===== src/core/pwm_enc_pkg.sv =====
package pwm_enc_pkg;

  // ****************************************************************
  // Register map
  // ****************************************************************
  // Printed offsets are not all multiples of four, so each is an index.
  localparam logic [7:0] LOW_CFG_INDEX = 8'h55;
  localparam logic [7:0] HIGH_CFG_INDEX = 8'h56;
  localparam int ADDR_W = 10;
  localparam logic [ADDR_W-1:0] LOW_CFG_ADDR = {LOW_CFG_INDEX, 2'b00};
  localparam logic [ADDR_W-1:0] HIGH_CFG_ADDR = {HIGH_CFG_INDEX, 2'b00};

  // ****************************************************************
  // Field layout and reset values
  // ****************************************************************
  localparam int CNT_W = 7;
  localparam int HC_LSB = 7;
  localparam int LC_LSB = 0;
  localparam int TB_LSB = 14;
  localparam int TB_W = 2;
  localparam logic [15:0] LOW_CFG_RESET = 16'h007f;
  localparam logic [15:0] HIGH_CFG_RESET = 16'h3f80;
  localparam logic [15:0] HIGH_CFG_MASK = 16'h3fff;
  localparam logic [CNT_W-1:0] CNT_ZERO = 7'h00;
  localparam logic [CNT_W-1:0] CNT_ONE = 7'h01;

  // ****************************************************************
  // Time base in master clock periods
  // ****************************************************************
  localparam int TB_CNT_W = 10;
  localparam logic [TB_CNT_W-1:0] TB_LEN_0 = 10'h00f;
  localparam logic [TB_CNT_W-1:0] TB_LEN_1 = 10'h03f;
  localparam logic [TB_CNT_W-1:0] TB_LEN_2 = 10'h0ff;
  localparam logic [TB_CNT_W-1:0] TB_LEN_3 = 10'h3ff;

  typedef enum logic [1:0] {
    TB_16,
    TB_64,
    TB_256,
    TB_1024
  } tb_sel_t;

endpackage


===== src/core/pwm_time_base.sv =====
`timescale 1ns/100ps

// Free-running prescaler giving one tick every 16, 64, 256 or 1024 clocks.
module pwm_time_base (
  input wire logic i_sys_clk,
  input wire logic i_rstn,
  input wire logic [1:0] i_sel,
  output logic o_tick
);

  logic [pwm_enc_pkg::TB_CNT_W-1:0] cnt_q;
  logic [pwm_enc_pkg::TB_CNT_W-1:0] last;

  // Terminal count from the select code.
  always_comb begin
    unique case (pwm_enc_pkg::tb_sel_t'(i_sel))
      pwm_enc_pkg::TB_16: last = pwm_enc_pkg::TB_LEN_0;
      pwm_enc_pkg::TB_64: last = pwm_enc_pkg::TB_LEN_1;
      pwm_enc_pkg::TB_256: last = pwm_enc_pkg::TB_LEN_2;
      pwm_enc_pkg::TB_1024: last = pwm_enc_pkg::TB_LEN_3;
    endcase
  end

  // A ">=" compare means a shorter select takes effect without a long wrap.
  always_ff @(posedge i_sys_clk or negedge i_rstn) begin
    if (!i_rstn) begin
      cnt_q <= '0;
    end else if (cnt_q >= last) begin
      cnt_q <= '0;
    end else begin
      cnt_q <= cnt_q + 1'b1;
    end
  end

  assign o_tick = (cnt_q >= last);

endmodule


===== src/core/gpio_level_pwm_encoder.sv =====
// Decided for this implementation: register access over Avalon-MM.
`timescale 1ns/100ps

// Summary of operation
// - Time base 16, 64, 256, 1024 clocks.
// - Same time base drives pin and encoder.
// - Period equals high plus low, times base.
// - High phase lasts high count times base.
// - Low phase lasts low count times base.
// - Separate count pairs per level, chosen by level.
// - Low level, zero high count: constant low.
// - Low level, both counts zero: constant low.
// - High level, zero low count: constant high.
// - High level, both zero: constant low wins.
// - High config resets to 3f80.
// - Low config resets to 007f.
module gpio_level_pwm_encoder (
  input wire logic i_sys_clk,
  input wire logic i_rstn,
  input wire logic [pwm_enc_pkg::ADDR_W-1:0] i_avs_address,
  input wire logic i_avs_read,
  input wire logic i_avs_write,
  input wire logic [31:0] i_avs_writedata,
  input wire logic [3:0] i_avs_byteenable,
  output logic [31:0] o_avs_readdata,
  output logic o_avs_waitrequest,
  input wire logic i_pin_level,
  output logic o_encoded_output_pin
);

  // ****************************************************************
  // Register bus slave
  // ****************************************************************
  logic [15:0] low_cfg_q;
  logic [15:0] high_cfg_q;
  logic [31:0] rdata_q;
  logic ack_q;
  logic wreq_q;
  logic [15:0] wmask;

  // Byte enables of the low half turned into a bit mask.
  function automatic logic [15:0] merge(input logic [15:0] old, input logic [31:0] wd,
                                        input logic [15:0] m);
    merge = (old & ~m) | (wd[15:0] & m);
  endfunction

  assign wmask = {{8{i_avs_byteenable[1]}}, {8{i_avs_byteenable[0]}}};

  // One wait cycle per access: waitrequest drops for one cycle to close it.
  always_ff @(posedge i_sys_clk or negedge i_rstn) begin
    if (!i_rstn) begin
      ack_q <= 1'b0;
    end else begin
      ack_q <= (i_avs_read || i_avs_write) && !ack_q;
    end
  end

  // Waitrequest has a flop of its own, the inverse of acknowledge, so the bus pin
  // comes straight from a register and carries no inverter delay to the master.
  always_ff @(posedge i_sys_clk or negedge i_rstn) begin
    if (!i_rstn) begin
      wreq_q <= 1'b1;
    end else begin
      wreq_q <= !((i_avs_read || i_avs_write) && !ack_q);
    end
  end

  assign o_avs_waitrequest = wreq_q;

  // Writes land only at the closing edge; unmapped addresses are ignored.
  always_ff @(posedge i_sys_clk or negedge i_rstn) begin
    if (!i_rstn) begin
      low_cfg_q <= pwm_enc_pkg::LOW_CFG_RESET;
      high_cfg_q <= pwm_enc_pkg::HIGH_CFG_RESET;
    end else if (i_avs_write && ack_q) begin
      if (i_avs_address == pwm_enc_pkg::LOW_CFG_ADDR) begin
        low_cfg_q <= merge(low_cfg_q, i_avs_writedata, wmask);
      end
      if (i_avs_address == pwm_enc_pkg::HIGH_CFG_ADDR) begin
        high_cfg_q <= merge(high_cfg_q, i_avs_writedata, wmask)
                      & pwm_enc_pkg::HIGH_CFG_MASK;
      end
    end
  end

  // Read data is prepared while waiting, so it stands at the closing edge.
  always_ff @(posedge i_sys_clk or negedge i_rstn) begin
    if (!i_rstn) begin
      rdata_q <= '0;
    end else if (i_avs_read && !ack_q) begin
      if (i_avs_address == pwm_enc_pkg::LOW_CFG_ADDR) begin
        rdata_q <= {16'h0000, low_cfg_q};
      end else if (i_avs_address == pwm_enc_pkg::HIGH_CFG_ADDR) begin
        rdata_q <= {16'h0000, high_cfg_q & pwm_enc_pkg::HIGH_CFG_MASK};
      end else begin
        rdata_q <= '0;
      end
    end
  end

  assign o_avs_readdata = rdata_q;

  // ****************************************************************
  // Time base
  // ****************************************************************
  logic tick;

  // One prescaler serves both the pin pattern and the encoder.
  pwm_time_base u_tb (
    .i_sys_clk(i_sys_clk),
    .i_rstn(i_rstn),
    .i_sel(low_cfg_q[pwm_enc_pkg::TB_LSB +: pwm_enc_pkg::TB_W]),
    .o_tick(tick)
  );

  // ****************************************************************
  // Pattern generator
  // ****************************************************************
  typedef enum logic [1:0] {
    ST_CONST,
    ST_HIGH,
    ST_LOW
  } phase_t;

  phase_t phase_q;
  logic [pwm_enc_pkg::CNT_W-1:0] hc_sel;
  logic [pwm_enc_pkg::CNT_W-1:0] lc_sel;
  logic [pwm_enc_pkg::CNT_W-1:0] lc_q;
  logic [pwm_enc_pkg::CNT_W-1:0] cnt_q;
  logic const_lvl;
  logic is_const;
  logic pin_q;

  // Count pair picked by the level being signalled.
  assign hc_sel = i_pin_level ? high_cfg_q[pwm_enc_pkg::HC_LSB +: pwm_enc_pkg::CNT_W]
                              : low_cfg_q[pwm_enc_pkg::HC_LSB +: pwm_enc_pkg::CNT_W];
  assign lc_sel = i_pin_level ? high_cfg_q[pwm_enc_pkg::LC_LSB +: pwm_enc_pkg::CNT_W]
                              : low_cfg_q[pwm_enc_pkg::LC_LSB +: pwm_enc_pkg::CNT_W];

  // Static cases: zero high count is low; zero low count is high.
  always_comb begin
    if (hc_sel == pwm_enc_pkg::CNT_ZERO) begin
      is_const = 1'b1;
      const_lvl = 1'b0;
    end else if (lc_sel == pwm_enc_pkg::CNT_ZERO) begin
      is_const = 1'b1;
      const_lvl = 1'b1;
    end else begin
      is_const = 1'b0;
      const_lvl = 1'b0;
    end
  end

  // Counts are latched at a period boundary only, so mid-period count writes
  // never tear a pattern; static levels follow at once.
  always_ff @(posedge i_sys_clk or negedge i_rstn) begin
    if (!i_rstn) begin
      phase_q <= ST_CONST;
      cnt_q <= pwm_enc_pkg::CNT_ZERO;
      lc_q <= pwm_enc_pkg::CNT_ZERO;
    end else begin
      unique case (phase_q)
        ST_CONST: begin
          if (!is_const && tick) begin
            phase_q <= ST_HIGH;
            cnt_q <= hc_sel;
            lc_q <= lc_sel;
          end
        end
        ST_HIGH: begin
          if (tick) begin
            if (cnt_q == pwm_enc_pkg::CNT_ONE) begin
              phase_q <= ST_LOW;
              cnt_q <= lc_q;
            end else begin
              cnt_q <= cnt_q - 1'b1;
            end
          end
        end
        ST_LOW: begin
          if (tick) begin
            if (cnt_q == pwm_enc_pkg::CNT_ONE) begin
              if (is_const) begin
                phase_q <= ST_CONST;
              end else begin
                phase_q <= ST_HIGH;
                cnt_q <= hc_sel;
                lc_q <= lc_sel;
              end
            end else begin
              cnt_q <= cnt_q - 1'b1;
            end
          end
        end
      endcase
    end
  end

  // Registered pin: static levels take over immediately.
  always_ff @(posedge i_sys_clk or negedge i_rstn) begin
    if (!i_rstn) begin
      pin_q <= 1'b0;
    end else if (is_const) begin
      pin_q <= const_lvl;
    end else begin
      pin_q <= (phase_q == ST_HIGH);
    end
  end

  assign o_encoded_output_pin = pin_q;
endmodule


===== config.mk =====
export PLATFORM = sky130hd
export DESIGN_NAME = gpio_level_pwm_encoder
export DESIGN_NICKNAME = d
export VERILOG_FILES = /design/src/core/pwm_enc_pkg.sv /design/src/core/pwm_time_base.sv /design/src/core/gpio_level_pwm_encoder.sv
export SDC_FILE = /design/constraint.sdc
export NUM_CORES = 1
export LEC_CHECK = 0
export BUFFER_PORTS_ARGS = -buffer_cell sky130_fd_sc_hd__buf_2
export CAP_MARGIN = 20
export CORE_MARGIN = 4
export CORE_UTILIZATION = 28
export DETAILED_ROUTE_END_ITERATION = 16
export GPL_ROUTABILITY_DRIVEN = 0
export PLACE_DENSITY = 0.5
export SLEW_MARGIN = 15
export SYNTH_ARGS = -nofsm -noshare
export SYNTH_HDL_FRONTEND = slang
export SYNTH_SLANG_ARGS = --single-unit

===== constraint.sdc =====
create_clock -name i_sys_clk -period 4.6 [get_ports i_sys_clk]
set_input_delay 0.46 -clock i_sys_clk [delete_from_list [all_inputs] [get_ports i_sys_clk]]
set_output_delay 0.46 -clock i_sys_clk [all_outputs]
set_load 0.02 [all_outputs]

==> flow_summary.toml <==
[timing]
setup-violations-final = 0
hold_viol = 0
tightest_slew_ns = 0.962
max-slew-margin-rel_pct = 35.9
fin_crit_ns = 2.87
setup_ws_ns = 1.73
rsz0062_at_grt = "no"
fin_worst_skew_ns = 0.00744
timing.fmax_mhz = 349
tns_ns = 0
final_max_slew_viol_count = 0
timing.final.crit_share_pct = 62.3

[cts]
cts_root_buffer = "clkbuf_16"
holdBufCountCts = 0
cts.sinks = 75
cts_max_level = 3
post_cts_buffers = 0
clk_pin_slew_worst_paths_ns = 0.06
cts_tree = "done"
clkLatencyLatePin_ns = 0.33
post_cts_resized = 0
cts_made_buffers = 9
clock_path_buffers = 2

[routing]
wl_met3_um = 403
num_vias = 2944
met1_length_um = 4340
dr.pass1.iters = 4
drtIter0Drc = 150
via_per_inst = 4.87
wl_per_cell_um = 15.4
dr.max_layer_used = "met5"
ant_nets = 0
drc = 0
wl_um = 9320
dr_wl_met2_um = 4340

[global_routing]
antenna_found_initial = 1
grt_pass1_vias = 3018
gr-usage-all-layers_pct = 11.8
grt_pass1_wl_um = 15400
grt.overflow.total = 0
grt_max_degree = 76

[critical_path]
cp.required_ns = 4.81
arrival_ns = 3.07
path_max_fanout = 6
critPathLaunchType = "flip-flop"
critPathKind = "flip-flop to flip-flop"
worst_setup_path_end_kind = "flip-flop"

[layout]
final_common_cell = "dfrtp_1"
layout_common_cells = "dfrtp_1 (60), buf_2 (49), mux2_2 (48), nor2_1 (34), a21oi_1 (27)"
final_cells = 604
fill_cells = 1413
final_layout_size_suffix_gt1_share_pct = 34.2
post-route-util_pct = 33.8
diodes = 0
syn_to_final_growth_pct = 16.7
num-nets-final = 481

[floorplan]
die_x_um = 128
io_pins = 85
start_util_pct = 28.9
fp.dieH_um = 128
die_area_sq_um = 16500
std_cell_rows = 43
coreArea_sq_um = 14000

[power]
p_leak_nw = 2.21
power_density_nw_per_um2 = 452
vdd_drop_max_v = 0.000226

[synthesis]
synth.avg_cell_area_sq_um = 11.0
synth_top_family_by_area = "multiplexers"
synthCells = 371
synthAdderAreaFrac_pct = 3.39
synth_async_sr_flop_share_pct = 100
synth_edf_count = 0
synthMuxAreaShare_pct = 15.5
netlist_area_sq_um = 4060
yosys_warnings = 0
synth_ff_type = "dfrtp_1"
synth_xor_area_share_pct = 2.59
ys_ff_latch = 75
ys_seq_area_share_pct = 46.7
synth.distinct_cells = 59
synthSimpleGateAreaFrac_pct = 12.4
synth_compound_area_share_pct = 13.5

[placed_design]
dp.cells = 588
portBuffers = 50
dpl.hpwl_um = 7050
post-place-ws_ns = 1.69

[hold_path]
min_path_type = "input port to async pin"

[outcome]
status = "finished, final reports clean"

[run]
maxCapViolations = 0
final cells by class:
class	instances	area [sq um]	share of cell area, %
clock inverter	6	65.1	1.37
clock buffer	10	239	5.04
multi-input combinational	267	1990	41.9
inverter	14	52.6	1.11
timing repair buffer	52	275	5.81
sequential	75	1900	40.0
tap	180	225	4.75
where the power goes:
part           switching (mW)  leakage (nW)  internal [mW]
registers              0.0764         0.939          0.743
logic                   0.353          1.12          0.268
clock network           0.270         0.148          0.434
total                   0.699          2.21           1.45
critical path, cell delays in order, from the launching register on:
cell	delay (ns)
dfrtp_1	0.44
nand2_1	0.12
ha_1	0.32
and4_1	0.22
o211a_1	0.17
a311oi_1	0.51
o21ai_0	0.38
nand3_4	0.23
mux2_2	0.35
path summary, 6_finish.rpt:
kind,start,end,slack [ns],depth (start not counted)
worst max-delay path,flip-flop,cnt_q[1],1.73,8
worst min-delay path,i_rstn,async pin,0.26,1
worst max register to register,flip-flop,cnt_q[1],1.73,8
worst min register to register,u_tb.cnt_q[0],u_tb.cnt_q[0],0.48,1
max in group asynchronous,i_rstn,o_avs_readdata[1],3.69,1
min in group i_sys_clk,i_avs_writedata[14],flip-flop,0.36,2
kinds of logic after synthesis:
group,after synthesis
AOI/OAI and AO/OA,79
other,1
buffers and inverters,44
xor gates and xnor gates,12
DFF,75
adders and majority gates,11
muxes,57
and+or+nand+nor,92
cell usage after synthesis, types with 2 or more instances:
cell	count	share of area, %
o32ai_1	3	0.65
o221ai_1	2	0.43
nand4_2	3	0.92
nor2_1	34	3.1
and2_1	3	0.46
dfstp_2	15	9.7
mux2i_1	9	2.2
a21o_1	2	0.37
nor4b_1	2	0.43
clkbuf_1	11	1.0
and3_1	3	0.46
ha_1	11	3.4
a31oi_1	3	0.46
nor3_1	7	0.86
xnor2_1	7	1.5
inv_1	14	1.3
xor2_1	5	1.1
o22ai_1	5	0.77
nor4_1	4	0.62
o21ai_0	6	0.74
nand2_1	15	1.4
mux2_2	48	13
a22oi_1	14	2.6
a21oi_1	27	3.3
dfrtp_1	60	37
buf_4	17	3.1
nand3_1	9	1.1
per-stage QoR:
step / area [sq um] / hold slack [ns] / total power, mW
floorplan: 4120 / 0.164 / 1.30
global placement: 4420 / 0.466 / 1.45
detailed placement: 4440 / 0.477 / 1.46
CTS: 4740 / 0.322 / 2.18
global route: 4740 / 0.346 / 2.29
finish: 4740 / 0.261 / 2.14
per-layer routing:
layer | track usage, % | vias to the layer above
met5 | 0 | -
met1 | 15.4 | 1440
li1 | - | 1419
met3 | 3.40 | 17
met2 | 18.7 | 66
met4 | 4.49 | 2
No activity file was read; power rests on OpenSTA's default activity.
